**src/rtl/ivm_defines.vh**
```
// Constants of the low interrupt vector map: offsets, fields, vectors
`ifndef IVM_DEFINES_VH
`define IVM_DEFINES_VH

// ============================================================
// Register offsets (byte addresses)
`define IVM_OFS_TMR_EN    8'h00
`define IVM_OFS_PER_EN    8'h04
`define IVM_OFS_PRIO0     8'h08
`define IVM_OFS_PRIO1     8'h0c
`define IVM_OFS_SOFT      8'h10
`define IVM_OFS_PEND      8'h14
`define IVM_OFS_ACTIVE    8'h18

// ============================================================
// Reset values
`define IVM_RST_TMR_EN    15'h0000
`define IVM_RST_PER_EN    10'h000
`define IVM_RST_PRIO0     10'h000
`define IVM_RST_PRIO1     14'h0000
`define IVM_RST_SOFT      4'h0

// ============================================================
// Peripheral enable register fields
`define IVM_PER_CLK_LSB   0
`define IVM_PER_SUP_LSB   3
`define IVM_PER_XBAR_LSB  5
`define IVM_PER_ECF_BIT   9

// Priority field positions, two bits each
`define IVM_P0_RX_LSB     0
`define IVM_P0_TX_LSB     2
`define IVM_P0_TRB_LSB    4
`define IVM_P0_BKPT_LSB   6
`define IVM_P0_STEP_LSB   8
`define IVM_P1_TMR1_LSB   0
`define IVM_P1_TMR2_LSB   2
`define IVM_P1_TMR3_LSB   4
`define IVM_P1_CLK_LSB    6
`define IVM_P1_SUP_LSB    8
`define IVM_P1_XBAR_LSB   10
`define IVM_P1_BERR_LSB   12

// ============================================================
// Vector numbers
`define IVM_VEC_TMR1      5'h1b
`define IVM_VEC_TMR2      5'h1a
`define IVM_VEC_TMR3      5'h19
`define IVM_VEC_CLK       5'h14
`define IVM_VEC_SUP       5'h13
`define IVM_VEC_XBAR      5'h12
`define IVM_VEC_SOFT0     5'h11
`define IVM_VEC_SOFT1     5'h10
`define IVM_VEC_SOFT2     5'h0f
`define IVM_VEC_BERR      5'h0b
`define IVM_VEC_DBG_RX    5'h0a
`define IVM_VEC_DBG_TX    5'h09
`define IVM_VEC_TRB       5'h08
`define IVM_VEC_BKPT      5'h07
`define IVM_VEC_STEP      5'h06
`define IVM_VEC_MISAL     5'h05
`define IVM_VEC_STKOVF    5'h04
`define IVM_VEC_SOFT3     5'h03
`define IVM_VEC_BADOP     5'h02

// Fixed priority levels
`define IVM_LVL_0         2'h0
`define IVM_LVL_1         2'h1
`define IVM_LVL_2         2'h2
`define IVM_LVL_3         2'h3

`endif

```
**src/rtl/ivm_src_merge.v**
```verilog
// Merges status flags, each gated by its own enable, into one request
`timescale 1ns/1ps

module ivm_src_merge #(
  parameter N = 5
) (
  input  wire [N-1:0] flags,
  input  wire [N-1:0] en,
  output wire         req
);

  // ============================================================
  // Merge
  assign req = |(flags & en);

endmodule // ivm_src_merge

```
**src/rtl/ivm_prio_pick.v**
```verilog
// Picks the highest-level pending vector and holds it in flip-flops
`timescale 1ns/1ps

module ivm_prio_pick #(
  parameter NVEC = 28,
  parameter VW   = 5
) (
  input  wire              clk,
  input  wire              rstn,
  input  wire [NVEC-1:0]   req,
  input  wire [2*NVEC-1:0] lvl,
  output reg               irq_req_q,
  output reg  [VW-1:0]     irq_vec_q,
  output reg  [1:0]        irq_lvl_q
);

  integer         i;
  reg             found_d;
  reg  [VW-1:0]   vec_d;
  reg  [1:0]      lvl_d;

  // ============================================================
  // Search, lowest vector wins a tie
  always @* begin
    found_d = 1'b0;
    vec_d   = {VW{1'b0}};
    lvl_d   = 2'h0;
    for (i = NVEC - 1; i >= 0; i = i - 1) begin
      if (req[i] && (!found_d || lvl[2*i +: 2] >= lvl_d)) begin
        found_d = 1'b1;
        vec_d   = i[VW-1:0];
        lvl_d   = lvl[2*i +: 2];
      end
    end
  end

  // ============================================================
  // Output flops
  always @(posedge clk or negedge rstn) begin
    if (!rstn) begin
      irq_req_q <= 1'b0;
      irq_vec_q <= {VW{1'b0}};
      irq_lvl_q <= 2'h0;
    end else begin
      irq_req_q <= found_d;
      irq_vec_q <= vec_d;
      irq_lvl_q <= lvl_d;
    end
  end

endmodule // ivm_prio_pick

```
**src/rtl/ivm_vector_map.v**
```verilog
// Low interrupt vector map: source merge, priority and vector output
//
// Operation
// - Timer channel one requests vector 27, address 0x36, level 0-2.
// - Timer channel three requests vector 25, address 0x32, level 0-2.
// - Clock generator lock or reference loss requests vector 20, level 1-3.
// - Supply supervisor low voltage requests vector 19, level 1-3.
// - Crossbar merges four enabled flags onto vector 18, level 1-3.
// - Software interrupt zero uses vector 17, fixed level 0, no enable.
// - Software interrupt one uses vector 16, fixed level 1, no enable.
// - Software interrupt two uses vector 15, fixed level 2, no enable.
// - Bus error requests vector 11, level 0-2, gated by capture enable.
// - Debug receive full requests vector 10, enabled by its priority field.
// - Debug transmit, trace, breakpoint, step use vectors 9 to 6.
// - Misaligned access raises vector 5 at fixed level 3, unmaskable.
// - Stack overflow raises vector 4 at fixed level 3, unmaskable.
// - Software interrupt three uses vector 3 at fixed level 3.
// - Illegal instruction raises vector 2 at fixed level 3, unmaskable.
// - Vectors 1 and 0 are reset overlay slots, never requested here.
// - Reserved vectors 24-21 and 14-12 are never requested.
//
// Decided for this implementation: the address map and the strobed register port.
`timescale 1ns/1ps
`include "ivm_defines.vh"

module ivm_vector_map #(
  parameter NVEC = 28,
  parameter VW   = 5,
  parameter AW   = 8
) (
  input  wire          clk,
  input  wire          rstn,
  // Register port
  input  wire [AW-1:0] reg_addr,
  input  wire [31:0]   reg_wdata,
  input  wire          reg_wr,
  input  wire          reg_rd,
  output reg  [31:0]   reg_rdata,
  // Timer flags per channel: compare, overflow, edge, compare 1, 2
  input  wire [4:0]    timer_ch1_flags,
  input  wire [4:0]    timer_ch2_flags,
  input  wire [4:0]    timer_ch3_flags,
  // Clock generator: lock 1 loss, lock 0 loss, reference loss
  input  wire          lock1_status,
  input  wire          lock0_status,
  input  wire          ref_loss_flag,
  // Supply supervisor
  input  wire          io_low_volt_status,
  input  wire          core_low_volt_status,
  // Crossbar status flags of two control registers
  input  wire [3:0]    xbar_status,
  // Core events
  input  wire          bus_error,
  input  wire          dbg_rx_full,
  input  wire          dbg_tx_empty,
  input  wire          dbg_trace_buffer,
  input  wire          dbg_breakpoint,
  input  wire          dbg_step_counter,
  input  wire          misaligned_access,
  input  wire          stack_overflow,
  input  wire          bad_opcode_trap,
  // Core side
  input  wire          irq_ack,
  output wire          irq_req,
  output wire [VW-1:0] irq_vec,
  output wire [1:0]    irq_level,
  output wire [VW:0]   irq_addr
);

  // ============================================================
  // Field decoding helpers
  function field_on;
    input [1:0] f;
    begin
      field_on = |f;
    end
  endfunction

  // Field code 1-3 maps to level 0-2 or to level 1-3
  function [1:0] field_lvl;
    input [1:0] f;
    input       upper;
    begin
      if (upper)
        field_lvl = f;
      else
        field_lvl = f - 2'h1;
    end
  endfunction

  // ============================================================
  // Registers
  reg  [14:0]       tmr_en_q;
  reg  [9:0]        per_en_q;
  reg  [9:0]        prio0_q;
  reg  [13:0]       prio1_q;
  reg  [3:0]        soft_q;
  reg  [3:0]        soft_d;
  reg  [31:0]       rdata_d;

  wire [NVEC-1:0]   req;
  wire [2*NVEC-1:0] lvl;
  wire [2:0]        tmr_req;
  wire [14:0]       tmr_flags;
  wire              clk_req;
  wire              sup_req;
  wire              xbar_req;
  wire              pick_req;
  wire [VW-1:0]     pick_vec;
  wire [1:0]        pick_lvl;
  wire [3:0]        soft_clr;

  assign tmr_flags = {timer_ch3_flags, timer_ch2_flags, timer_ch1_flags};

  // ============================================================
  // Timer channel merges
  genvar g;
  generate
    for (g = 0; g < 3; g = g + 1) begin : g_tmr
      ivm_src_merge #(
        .N     (5)
      ) u_merge (
        .flags (tmr_flags[5*g +: 5]),
        .en    (tmr_en_q[5*g +: 5]),
        .req   (tmr_req[g])
      );
    end
  endgenerate

  // ============================================================
  // Peripheral merges
  ivm_src_merge #(
    .N     (3)
  ) u_clk_merge (
    .flags ({ref_loss_flag, lock0_status, lock1_status}),
    .en    (per_en_q[`IVM_PER_CLK_LSB +: 3]),
    .req   (clk_req)
  );

  ivm_src_merge #(
    .N     (2)
  ) u_sup_merge (
    .flags ({core_low_volt_status, io_low_volt_status}),
    .en    (per_en_q[`IVM_PER_SUP_LSB +: 2]),
    .req   (sup_req)
  );

  ivm_src_merge #(
    .N     (4)
  ) u_xbar_merge (
    .flags (xbar_status),
    .en    (per_en_q[`IVM_PER_XBAR_LSB +: 4]),
    .req   (xbar_req)
  );

  // ============================================================
  // Request vector, one bit per vector number
  assign req[`IVM_VEC_TMR1] = tmr_req[0]
    & field_on(prio1_q[`IVM_P1_TMR1_LSB +: 2]);
  assign req[`IVM_VEC_TMR2] = tmr_req[1]
    & field_on(prio1_q[`IVM_P1_TMR2_LSB +: 2]);
  assign req[`IVM_VEC_TMR3] = tmr_req[2]
    & field_on(prio1_q[`IVM_P1_TMR3_LSB +: 2]);
  assign req[24:21] = 4'h0;
  assign req[`IVM_VEC_CLK] = clk_req
    & field_on(prio1_q[`IVM_P1_CLK_LSB +: 2]);
  assign req[`IVM_VEC_SUP] = sup_req
    & field_on(prio1_q[`IVM_P1_SUP_LSB +: 2]);
  assign req[`IVM_VEC_XBAR] = xbar_req
    & field_on(prio1_q[`IVM_P1_XBAR_LSB +: 2]);
  assign req[`IVM_VEC_SOFT0] = soft_q[0];
  assign req[`IVM_VEC_SOFT1] = soft_q[1];
  assign req[`IVM_VEC_SOFT2] = soft_q[2];
  assign req[14:12] = 3'h0;
  assign req[`IVM_VEC_BERR] = bus_error & per_en_q[`IVM_PER_ECF_BIT]
    & field_on(prio1_q[`IVM_P1_BERR_LSB +: 2]);
  assign req[`IVM_VEC_DBG_RX] = dbg_rx_full
    & field_on(prio0_q[`IVM_P0_RX_LSB +: 2]);
  assign req[`IVM_VEC_DBG_TX] = dbg_tx_empty
    & field_on(prio0_q[`IVM_P0_TX_LSB +: 2]);
  assign req[`IVM_VEC_TRB] = dbg_trace_buffer
    & field_on(prio0_q[`IVM_P0_TRB_LSB +: 2]);
  assign req[`IVM_VEC_BKPT] = dbg_breakpoint
    & field_on(prio0_q[`IVM_P0_BKPT_LSB +: 2]);
  assign req[`IVM_VEC_STEP] = dbg_step_counter
    & field_on(prio0_q[`IVM_P0_STEP_LSB +: 2]);
  assign req[`IVM_VEC_MISAL] = misaligned_access;
  assign req[`IVM_VEC_STKOVF] = stack_overflow;
  assign req[`IVM_VEC_SOFT3] = soft_q[3];
  assign req[`IVM_VEC_BADOP] = bad_opcode_trap;
  assign req[1:0] = 2'h0;

  // ============================================================
  // Level per vector
  assign lvl[2*`IVM_VEC_TMR1 +: 2] =
    field_lvl(prio1_q[`IVM_P1_TMR1_LSB +: 2], 1'b0);
  assign lvl[2*`IVM_VEC_TMR2 +: 2] =
    field_lvl(prio1_q[`IVM_P1_TMR2_LSB +: 2], 1'b0);
  assign lvl[2*`IVM_VEC_TMR3 +: 2] =
    field_lvl(prio1_q[`IVM_P1_TMR3_LSB +: 2], 1'b0);
  assign lvl[2*21 +: 8] = 8'h00;
  assign lvl[2*`IVM_VEC_CLK +: 2] =
    field_lvl(prio1_q[`IVM_P1_CLK_LSB +: 2], 1'b1);
  assign lvl[2*`IVM_VEC_SUP +: 2] =
    field_lvl(prio1_q[`IVM_P1_SUP_LSB +: 2], 1'b1);
  assign lvl[2*`IVM_VEC_XBAR +: 2] =
    field_lvl(prio1_q[`IVM_P1_XBAR_LSB +: 2], 1'b1);
  assign lvl[2*`IVM_VEC_SOFT0 +: 2] = `IVM_LVL_0;
  assign lvl[2*`IVM_VEC_SOFT1 +: 2] = `IVM_LVL_1;
  assign lvl[2*`IVM_VEC_SOFT2 +: 2] = `IVM_LVL_2;
  assign lvl[2*12 +: 6] = 6'h00;
  assign lvl[2*`IVM_VEC_BERR +: 2] =
    field_lvl(prio1_q[`IVM_P1_BERR_LSB +: 2], 1'b0);
  assign lvl[2*`IVM_VEC_DBG_RX +: 2] =
    field_lvl(prio0_q[`IVM_P0_RX_LSB +: 2], 1'b1);
  assign lvl[2*`IVM_VEC_DBG_TX +: 2] =
    field_lvl(prio0_q[`IVM_P0_TX_LSB +: 2], 1'b1);
  assign lvl[2*`IVM_VEC_TRB +: 2] =
    field_lvl(prio0_q[`IVM_P0_TRB_LSB +: 2], 1'b1);
  assign lvl[2*`IVM_VEC_BKPT +: 2] =
    field_lvl(prio0_q[`IVM_P0_BKPT_LSB +: 2], 1'b1);
  assign lvl[2*`IVM_VEC_STEP +: 2] =
    field_lvl(prio0_q[`IVM_P0_STEP_LSB +: 2], 1'b1);
  assign lvl[2*`IVM_VEC_MISAL +: 2] = `IVM_LVL_3;
  assign lvl[2*`IVM_VEC_STKOVF +: 2] = `IVM_LVL_3;
  assign lvl[2*`IVM_VEC_SOFT3 +: 2] = `IVM_LVL_3;
  assign lvl[2*`IVM_VEC_BADOP +: 2] = `IVM_LVL_3;
  assign lvl[1:0] = 2'h0;
  assign lvl[3:2] = 2'h0;

  // ============================================================
  // Priority pick
  ivm_prio_pick #(
    .NVEC      (NVEC),
    .VW        (VW)
  ) u_pick (
    .clk       (clk),
    .rstn      (rstn),
    .req       (req),
    .lvl       (lvl),
    .irq_req_q (pick_req),
    .irq_vec_q (pick_vec),
    .irq_lvl_q (pick_lvl)
  );

  assign irq_req   = pick_req;
  assign irq_vec   = pick_vec;
  assign irq_level = pick_lvl;
  assign irq_addr  = {pick_vec, 1'b0};

  // ============================================================
  // Software interrupts: set by write, cleared by acknowledge
  assign soft_clr[0] = irq_ack & pick_req & (pick_vec == `IVM_VEC_SOFT0);
  assign soft_clr[1] = irq_ack & pick_req & (pick_vec == `IVM_VEC_SOFT1);
  assign soft_clr[2] = irq_ack & pick_req & (pick_vec == `IVM_VEC_SOFT2);
  assign soft_clr[3] = irq_ack & pick_req & (pick_vec == `IVM_VEC_SOFT3);

  always @* begin
    soft_d = soft_q & ~soft_clr;
    if (reg_wr && reg_addr == `IVM_OFS_SOFT) begin
      soft_d = soft_d | reg_wdata[3:0];
    end
  end

  // ============================================================
  // Register writes
  always @(posedge clk or negedge rstn) begin
    if (!rstn) begin
      tmr_en_q <= `IVM_RST_TMR_EN;
      per_en_q <= `IVM_RST_PER_EN;
      prio0_q  <= `IVM_RST_PRIO0;
      prio1_q  <= `IVM_RST_PRIO1;
      soft_q   <= `IVM_RST_SOFT;
    end else begin
      soft_q <= soft_d;
      if (reg_wr) begin
        case (reg_addr)
          `IVM_OFS_TMR_EN: tmr_en_q <= reg_wdata[14:0];
          `IVM_OFS_PER_EN: per_en_q <= reg_wdata[9:0];
          `IVM_OFS_PRIO0:  prio0_q  <= reg_wdata[9:0];
          `IVM_OFS_PRIO1:  prio1_q  <= reg_wdata[13:0];
          default: ;
        endcase
      end
    end
  end

  // ============================================================
  // Register reads, data one cycle after the strobe
  always @* begin
    case (reg_addr)
      `IVM_OFS_TMR_EN: rdata_d = {17'h00000, tmr_en_q};
      `IVM_OFS_PER_EN: rdata_d = {22'h000000, per_en_q};
      `IVM_OFS_PRIO0:  rdata_d = {22'h000000, prio0_q};
      `IVM_OFS_PRIO1:  rdata_d = {18'h00000, prio1_q};
      `IVM_OFS_SOFT:   rdata_d = {28'h0000000, soft_q};
      `IVM_OFS_PEND:   rdata_d = {{(32-NVEC){1'b0}}, req};
      `IVM_OFS_ACTIVE: rdata_d = {{(23-VW){1'b0}}, pick_req, 6'h00,
                                  pick_lvl, pick_vec};
      default:         rdata_d = 32'h00000000;
    endcase
  end

  always @(posedge clk or negedge rstn) begin
    if (!rstn) begin
      reg_rdata <= 32'h00000000;
    end else if (reg_rd) begin
      reg_rdata <= rdata_d;
    end else begin
      reg_rdata <= 32'h00000000;
    end
  end

endmodule // ivm_vector_map

```
**config.mk**
```make
export PLATFORM = sky130hd
export DESIGN_NAME = ivm_vector_map
export DESIGN_NICKNAME = d
export VERILOG_FILES = /design/src/rtl/ivm_src_merge.v /design/src/rtl/ivm_prio_pick.v /design/src/rtl/ivm_vector_map.v
export VERILOG_INCLUDE_DIRS = /design/src /design/src/rtl
export SDC_FILE = /design/constraint.sdc
export NUM_CORES = 1
export LEC_CHECK = 0
export ABC_AREA = 1
export BUFFER_PORTS_ARGS = -buffer_cell sky130_fd_sc_hd__buf_4
export CORE_UTILIZATION = 45
export DETAILED_ROUTE_END_ITERATION = 8
export PLACE_DENSITY = 0.69
export SYNTH_ARGS = -nofsm -noshare
export SYNTH_HDL_FRONTEND = slang
export SYNTH_SLANG_ARGS = --single-unit
```
**constraint.sdc**
```tcl
create_clock -name clk -period 23.1 [get_ports clk]
set_clock_uncertainty 0.15 [all_clocks]
set_input_delay 2.31 -clock clk [delete_from_list [all_inputs] [get_ports clk]]
set_output_delay 2.31 -clock clk [all_outputs]
set_load 0.05 [all_outputs]
```
# [After elaboration in Yosys (flattened, before gate mapping)]
# Cells that the tools add are included.
[classes] order_cmp=18 n_bitwise=27 add_sub_neg=4 muxes=60 reduce_logical=78 n_eq_ne=10
[ops] op="one-hot mux 28 bit (7 select lines)" count=1
[ops] op="2-to-1 mux 5 bit" count=19
[ops] op="2-to-1 mux 2 bit" count=19
[ops] op="2-to-1 mux 32 bit" count=1
[ops] op="OR reduction 2 bit" count=13
[ops] op="equality test 8 x 5 -> 1 bit, second input constant" count=3
[ops] op=">= comparator 2 bit" count=11
[ops] op="logical AND 1 bit" count=19
[ops] op="2-to-1 mux 1 bit" count=19
[ops] op="bitwise AND 1 bit" count=18
[ops] op="logical NOT 1 bit" count=18
[ops] op="logical OR 1 bit" count=18
[ops] op="equality test 8 x 4 -> 1 bit, second input constant" count=2
[ops] op="bitwise AND 5 bit" count=3
[ops] op="OR reduction 5 bit" count=3
[ops] op="equality test 5 bit, second input constant" count=2
[ops] op=">= comparator 2 bit, first input constant" count=5
[ops] op="bitwise AND 4 bit" count=2
[ops] op="equality test 8 x 3 -> 1 bit, second input constant" count=1
[ops] op="logical NOT 8 bit" count=1
[ops] op="AND reduction 2 bit" count=4
[ops] op="subtractor 2 x 1 -> 2 bit, second input constant" count=4
[ops] op="equality test 5 x 2 -> 1 bit, second input constant" count=1
[ops] op="equality test 5 x 4 -> 1 bit, second input constant" count=1
[ops] op="8 further kinds" count=9
[word_totals] ff_bits=93 inputBits=78 out_inout_bits=46 elab_cells=206

# [Logic depth before layout (Yosys ltp)]
# Gate-level depths: netlist of the first run.
[depth] word_depth=76 ltp_mapped=110 depth_no_buf=110

# [Modules after synthesis]
# Synthesis of the first run repeated with hierarchy kept, for this count alone.
[unflattened] cells_unflattened=1021 hier_area_um2=6896.6
[modules_own_cells] mod="ivm_vector_map" cells_each=456 area_per_inst_um2=3749.8 instances=1 seq_area_each_um2=1926.8
[modules_own_cells] mod="ivm_prio_pick" cells_each=516 area_per_inst_um2=2961.6 instances=1 seq_area_each_um2=200.2
[modules_own_cells] mod="ivm_src_merge at g_tmr[0].u_merge ..." cells_each=11 area_per_inst_um2=41.3 instances=3 seq_area_each_um2=0.0
[modules_own_cells] mod="ivm_src_merge at u_xbar_merge" cells_each=9 area_per_inst_um2=33.8 instances=1 seq_area_each_um2=0.0
[modules_own_cells] mod="ivm_src_merge at u_clk_merge" cells_each=4 area_per_inst_um2=16.3 instances=1 seq_area_each_um2=0.0
[modules_own_cells] mod="ivm_src_merge at u_sup_merge" cells_each=3 area_per_inst_um2=11.3 instances=1 seq_area_each_um2=0.0

# [Least setup slack after synthesis of the first run]
# OpenSTA, ideal clock, no wires.
[synth_timing] kind="input port to flip-flop" startpoint="input timer_ch1_flags[1]" endpoint="register u_pick.irq_vec_q[1]" path_buffers=0 arrival_time_ns=12.045 setup_ns=0.125 required_ns=22.825 slack_ns=10.781 cell_stages=103 cell_sequence="nand2_1 -> inv_2 -> nor2_2 -> nand2_2 -> nand2_4 -> nor2_1 -> ha_1 -> inv_1 -> nand2_1 -> a21oi_1 -> nand3_1 -> nand2_1 -> nand2_1 -> nand2_1 -> ha_1 -> inv_1 -> nand2_1 -> a21oi_1 -> (+67 left out) -> nand2_1 -> ha_1 -> inv_1 -> nand2_1 -> a21oi_1 -> nand2_1 -> nand2_2 -> nand3_1 -> and2_1 -> ha_1 -> inv_1 -> nand2_1 -> a21oi_1 -> nand2_1 -> nand2_2 -> nand2_1 -> a21oi_1 -> o21ai_1"
[synth_via] elab_chain_len=76 word_cells_on_any_way=130 classes_between="18 x order compare; 55 x mux; 2 x bitwise; 55 x reduce/logical"
[synth_lines] item="start, declared" line="ivm_vector_map.v:40" source="input wire [4:0] timer_ch1_flags,"
[synth_lines] item="bitwise AND 5 bit (*)" line="ivm_src_merge.v:14" source="assign req = |(flags & en);"
[synth_lines] item="OR reduction 5 bit (*)" line="ivm_src_merge.v:14"
[synth_lines] item="bitwise AND 1 bit (*)" line="ivm_vector_map.v:158" source="assign req[`IVM_VEC_TMR1] = tmr_req[0]"
[synth_lines] item="2-to-1 mux 2 bit / 2-to-1 mux 1 bit (equally long branches)" line="ivm_prio_pick.v:29" source="if (req[i] && (!found_d || lvl[2*i +: 2] >= lvl_d)) begin"
[synth_lines] item=">= comparator 2 bit / logical NOT 1 bit (equally long branches)" line="ivm_prio_pick.v:29"
[synth_lines] item="logical OR 1 bit" line="ivm_prio_pick.v:29"
[synth_lines] item="logical AND 1 bit" line="ivm_prio_pick.v:29"
[synth_lines] item="2-to-1 mux 2 bit / 2-to-1 mux 1 bit (equally long branches)" line="ivm_prio_pick.v:29"
[synth_lines] item="(+61 left out)"
[synth_lines] item="logical OR 1 bit" line="ivm_prio_pick.v:29"
[synth_lines] item="logical AND 1 bit" line="ivm_prio_pick.v:29"
[synth_lines] item="2-to-1 mux 2 bit / 2-to-1 mux 1 bit (equally long branches)" line="ivm_prio_pick.v:29"
[synth_lines] item=">= comparator 2 bit / logical NOT 1 bit (equally long branches)" line="ivm_prio_pick.v:29"
[synth_lines] item="logical OR 1 bit" line="ivm_prio_pick.v:29"
[synth_lines] item="logical AND 1 bit" line="ivm_prio_pick.v:29"
[synth_lines] item="2-to-1 mux 5 bit (*)" line="ivm_prio_pick.v:29"
[synth_lines] item="via u_pick.vec_d[1]" line="ivm_prio_pick.v:19" source="reg [VW-1:0] vec_d;"
[synth_lines] item="end signal, assigned" line="ivm_prio_pick.v:42" source="irq_vec_q <= {VW{1'b0}};"
[synth_lines] item="end signal, assigned" line="ivm_prio_pick.v:46" source="irq_vec_q <= vec_d;"
[synth_lines] item="end, declared" line="ivm_prio_pick.v:13" source="output reg [VW-1:0] irq_vec_q,"
# Mark *: on every way through the listed nets, which the timed path passes. The rest lies on a longest branch.
# A chain may end at the register's enable or synchronous reset.

# [Worst setup path after layout of the first run]
[layout_timing] startpoint="input timer_ch1_flags[3]" endpoint="register u_pick.irq_vec_q[0]"
# Same word-level chain as after synthesis.

==> flow_summary.yaml, run 1 <==
run_status:
  status: "finished clean"
grt:
  grt_pass1_wl_um: 24500
  grt_max_degree: 86
  globalRouteTotalUtil_pct: 28.23
  grt_pass1_vias: 4796
  antenna_found_initial: 0
  overflow: 0
clocking:
  cts_setup_buffers: 0
  clockBufferDepth: 2
  cts_tree: "yes"
  clk_pin_slew_worst_paths_ns: 0.07
  clk_latency_ns: 0.34
  holdBufCountCts: 0
  cts.sink_count: 85
  cts-root-buf: "clkbuf_16"
  cts_made_buffers: 9
  h-tree-depth: 3
  ctsResizeCount: 0
synthesis:
  synth-main-ff-cell: "dfrtp_1"
  synth-edff-count: 0
  avgSynthCellArea_um2: 7.585
  synth_seq_cells: 85
  synth_area_mm2: 0.005112
  yosysWarnings: 0
  synthCells: 674
  yosysSeqAreaShare_pct: 41.61
  synthArstFlopShare_pct: 100.0
  synth.distinct_cells: 44
worst_hold_path:
  hold_class: "reg2reg"
detailed_routing:
  drt-wirelength-per-cell_um: 17.22
  wl_um: 15690
  route.detailed.drc: 0
  vias: 4837
  ant_nets: 0
  firstDrtPassIters: 5
  viasPerCell: 5.310
  drt_iter0_drc: 400
power:
  vdd_drop_max_mv: 0.04568
  power_density_mw_per_mm2: 62.37
  p_leak_nw: 3.266
  report.power.total_uw: 389.8
timing:
  tightest_slew_ns: 1.078
  hold_viol_final: 0
  max_freq_mhz: 73.79
  slew_headroom_pct: 28.16
  fin_crit_sh_pct: 58.67
  setup_viol: 0
  fin_tns_setup_ns: 0
  rsz0062_at_grt: "false"
  period_minus_slack_ns: 13.55
  drv_slew: 0
floorplanning:
  fp-row-count: 38
  start_util_pct: 46.75
  fp.dieW_um: 108.6
  fp.dieH_um: 108.6
  design.die.area_mm2: 0.01179
  io_pins: 124
  core_area_mm2: 0.01094
critical_path:
  worst_path_max_delay_cell: "ha_1"
  path_class: "in2reg"
  required_ns: 23.21
  reg2reg_slack_ns: 11.14
  cp_common_cell: "nand2_1"
  end_kind: "flop"
  start_kind: "input port"
  worst-path-max-fanout: 9
  slowest_delay_ns: 0.27
  arrival_ns: 13.66
flow_run:
  cap_violations: 0
cells_and_area:
  fin_nets: 870
  area_growth_pct: 22.25
  mostFrequentLayoutCell: "nand2_1"
  stdcell_count: 911
  utilization_pct: 57.15
  drive_above_1_share_pct: 18.42
  antenna_cells: 0
  final_cell_mix: "191 x nand2_1, 99 x inv_1, 99 x buf_4"
  final_area_mm2: 0.006250
place:
  dp_cells: 895
  portBuffers: 97
  gp_congestion: 0.9366
  dp.final_hpwl_um: 12340
  place_area_mm2: 0.005917
==> critical path: cells and delay by family <==
kind            cells  cell delay (ns)
buf+inv            13             0.79
compound gates     14             1.84
fa+ha+maj          11             2.82
simple gates       61             5.85
==> state kept, by name, summed over array words and instances, names as in the netlist <==
register and flops:
reg_rdata 24, tmr_en_q 15, prio1_q 14, per_en_q 10, prio0_q 10, u_pick.irq_vec_q 5
soft_q 4, u_pick.irq_lvl_q 2, u_pick.irq_req_q 1
==> power by group <==
| group | total (mW) | switching, mW | leakage [nW] | internal, mW |
|---|---|---|---|---|
| combinational | 0.0682 | 0.0433 | 1.95 | 0.0249 |
| sequential | 0.163 | 0.00812 | 1.16 | 0.155 |
| clock | 0.159 | 0.0605 | 0.159 | 0.0984 |
| total | 0.390 | 0.112 | 3.27 | 0.278 |
==> path summary, 6_finish.rpt <==
kind                                        start                            end  depth (start not counted)
max                            timer_ch1_flags[3]  u_pick.irq_vec_q[0]$_DFF_PN0_                         99
min                        prio1_q[1]$_DFFE_PN0P_         prio1_q[1]$_DFFE_PN0P_                          2
max reg2reg                prio1_q[0]$_DFFE_PN0P_  u_pick.irq_vec_q[0]$_DFF_PN0_                         97
min reg2reg                prio1_q[1]$_DFFE_PN0P_         prio1_q[1]$_DFFE_PN0P_                          2
max in group asynchronous                    rstn         prio1_q[6]$_DFFE_PN0P_                          1
min in group asynchronous                    rstn        reg_rdata[13]$_DFF_PN0_                          1
==> synth_stat cells, types with 4 or more instances <==
| cell type | number | share of area [%] |
|---|---|---|
| ha_1 | 26 | 6.4 |
| dfrtp_1 | 85 | 42 |
| nand2_2 | 8 | 0.98 |
| nor3_1 | 4 | 0.39 |
| a21oi_1 | 22 | 2.2 |
| o21ai_0 | 68 | 6.7 |
| buf_4 | 14 | 2.1 |
| a221oi_1 | 10 | 1.7 |
| nand2_1 | 191 | 14 |
| nand3_1 | 35 | 3.4 |
| inv_1 | 99 | 7.3 |
| and2_1 | 6 | 0.73 |
| clkbuf_1 | 12 | 0.88 |
| nor2_1 | 44 | 3.2 |
==> kinds of logic after synthesis <==
family,Yosys count,share of synthesized area [%]
mux,1,0.2202
buf+inv,128,10.43
other cells,1,0.07335
fa+ha+maj,26,6.363
flops,85,41.61
compound gates,124,14.49
simple gates,309,26.82
==> per-layer routing <==
layer | routed length, µm | GRT usage, % | vias to the layer above
met3 | 1213 | 4.882 | 43
li1 | - | - | 2341
met1 | 6338 | 36.99 | 2244
met2 | 7584 | 46.43 | 209
met4 | 550 | 10.81 | 0
met5 | 0 | 0 | -
==> final cells by class <==
class	instances	area, µm²
fillers	1048	4686
multi-input cells	469	2489
flip-flops and latches	85	2127
repair buffers	99	743.2
inverters	102	382.9
clock buffers	10	239.0
well taps	140	175.2
clock inverters	6	93.84
==> metrics by stage <==
stage | setup WS [ns] | hold WS (ns)
after floorplan | 10.78 | 0.3030
after detailed placement | 9.328 | 0.3249
after global routing | 8.261 | 0.3963
final | 9.548 | 0.3436
after CTS | 9.587 | 0.3404
after global placement | 9.546 | 0.3161
No activity file was read; power rests on OpenSTA's default activity.
==> run 2, diff against run 1 <==
Clock period 23.1 ns to 13.5 ns, I/O delays scaled along.
==> run 2 against run 1 <==
  * Register-to-register slack worse by 9.3 ns
  * Highest routed layer unchanged
  * Worst setup slack got worse by 8.4 ns
  * Via count grew 0.93%
  * Hold slack better by 0.0047 ns
  * Sequential power rose by 71%
  * Power increased by 70%
  * Sequential share of layout area about the same
==> flow_summary.yaml, run 2 (synthesis results as in run 1) <==
timing:
  max_freq_mhz: 81.02
  drv_slew: 0
  fin_crit_sh_pct: 91.42
  setup_viol: 0
  final.setup.worst_slack_ns: 1.158
  holdWs_ns: 0.3483
  slew_headroom_pct: 26.26
  period_minus_slack_ns: 12.34
  hold_viol_final: 0
  fin_tns_setup_ns: 0
  tightest_slew_ns: 1.106
cells_and_area:
  fin_nets: 870
  reg_top3: "reg_rdata (24), tmr_en_q (15), prio1_q (14)"
  largest_register: "reg_rdata"
  drive_above_1_share_pct: 19.46
  mostFrequentLayoutCell: "nand2_1"
  final_cell_mix: "185 x nand2_1, 99 x inv_1, 99 x buf_4"
  area_growth_pct: 22.37
  largest_reg_flops: 24
  antenna_cells: 0
  utilization_pct: 57.21
power:
  vdd_drop_max_mv: 0.06740
  report.power.total_uw: 661.3
  power_density_mw_per_mm2: 105.7
  p_leak_nw: 3.261
flow_run:
  cap_violations: 0
place:
  gp_congestion: 0.9627
  dp.final_hpwl_um: 12040
  post-place-ws_ns: 0.7027
  portBuffers: 97
clocking:
  clk_latency_ns: 0.35
  cts_made_buffers: 9
  cts-root-buf: "clkbuf_16"
  h-tree-depth: 3
  cts_tree: "yes"
  clk_pin_slew_worst_paths_ns: 0.07
  clockBufferDepth: 2
  cts.sink_count: 85
  cts_setup_buffers: 0
  holdBufCountCts: 0
detailed_routing:
  drt-wirelength-per-cell_um: 17.07
  route.detailed.drc: 0
  drt_iter0_drc: 330
  viasPerCell: 5.359
  wl_um: 15550
  vias: 4882
  ant_nets: 0
  firstDrtPassIters: 5
critical_path:
  worst-path-max-fanout: 9
  start_kind: "input port"
  required_ns: 13.57
  slowest_delay_ns: 0.27
  path_class: "in2reg"
  worst_path_max_delay_cell: "ha_1"
  path_delay_family: "simple AND/OR/NAND/NOR gates"
  end_kind: "flop"
  cp_num_buf_inv: 17
  arrival_ns: 12.42
  cp_common_cell: "nand2_1"
worst_hold_path:
  hold_class: "reg2reg"
floorplanning:
  io_pins: 124
  fp-row-count: 38
  design.die.area_mm2: 0.01179
  fp.dieW_um: 108.6
  fp.dieH_um: 108.6
  start_util_pct: 46.75
  core_area_mm2: 0.01094
grt:
  antenna_found_initial: 0
  grt_max_degree: 86
  grt_pass1_vias: 4689
  grt_pass1_wl_um: 24680
  overflow: 0
  globalRouteTotalUtil_pct: 28.64
run_status:
  status: "finished clean"
run 2: repair_timing:
action / CTS / global route
endpoints found under the setup margin: 0 / 7
resized for setup: 0 / 9
endpoints found under the hold margin: 0 / 0
run 2: per-stage QoR:
| step | cells | instance area (µm²) |
|---|---|---|
| 6_report | 911 | 6256 |
| 5_1_grt | 911 | 6256 |
| 4_1_cts | 911 | 6233 |
| 3_5_place_dp | 895 | 5917 |
| 3_3_place_gp | 895 | 5917 |
| 2_1_floorplan | 682 | 5142 |
run 2: path summary, 6_finish.rpt:
| path | startpoint | endpoint | slack (ns) | depth (start not counted) |
|---|---|---|---|---|
| setup / recovery | timer_ch1_flags[3] | u_pick.irq_vec_q[2]$_DFF_PN0_ | 1.16 | 103 |
| hold / removal | prio1_q[13]$_DFFE_PN0P_ | prio1_q[13]$_DFFE_PN0P_ | 0.35 | 2 |
| setup reg to reg | prio1_q[0]$_DFFE_PN0P_ | u_pick.irq_vec_q[2]$_DFF_PN0_ | 1.80 | 101 |
| min in group asynchronous | rstn | reg_rdata[12]$_DFF_PN0_ | 1.06 | 1 |
| hold reg to reg | prio1_q[13]$_DFFE_PN0P_ | prio1_q[13]$_DFFE_PN0P_ | 0.35 | 2 |
| max in group asynchronous | rstn | per_en_q[3]$_DFFE_PN0P_ | 11.44 | 1 |
run 2: area by class of cell:
cell class | count | area (µm²)
Timing Repair Buffer | 99 | 743.2
Clock buffer | 9 | 225.2
Inverter | 102 | 382.9
Fill cell | 1064 | 4679
Tap cell | 140 | 175.2
Clock inverter | 7 | 91.34
Sequential cell | 85 | 2127
Multi-Input combinational cell | 469 | 2511
run 2: power breakdown:
part           switching (mW)  internal (mW)  total (mW)
combinational          0.0743         0.0434       0.118
sequential             0.0138          0.264       0.278
clock                   0.117          0.148       0.265
run 2: tightest hold or removal path: cells and delay by family (launching register included):
family,cells,cell delay (ns)
AO/OA/AOI/OAI,1,0.06
AND/OR/NAND/NOR,1,0.05
flip-flops,1,0.35
run 2: routing by layer:
layer | GRT usage (%) | routed length [µm]
met1 | 37.48 | 6440
met2 | 46.61 | 7358
met3 | 5.425 | 1265
met4 | 11.49 | 485
met5 | 0 | 0
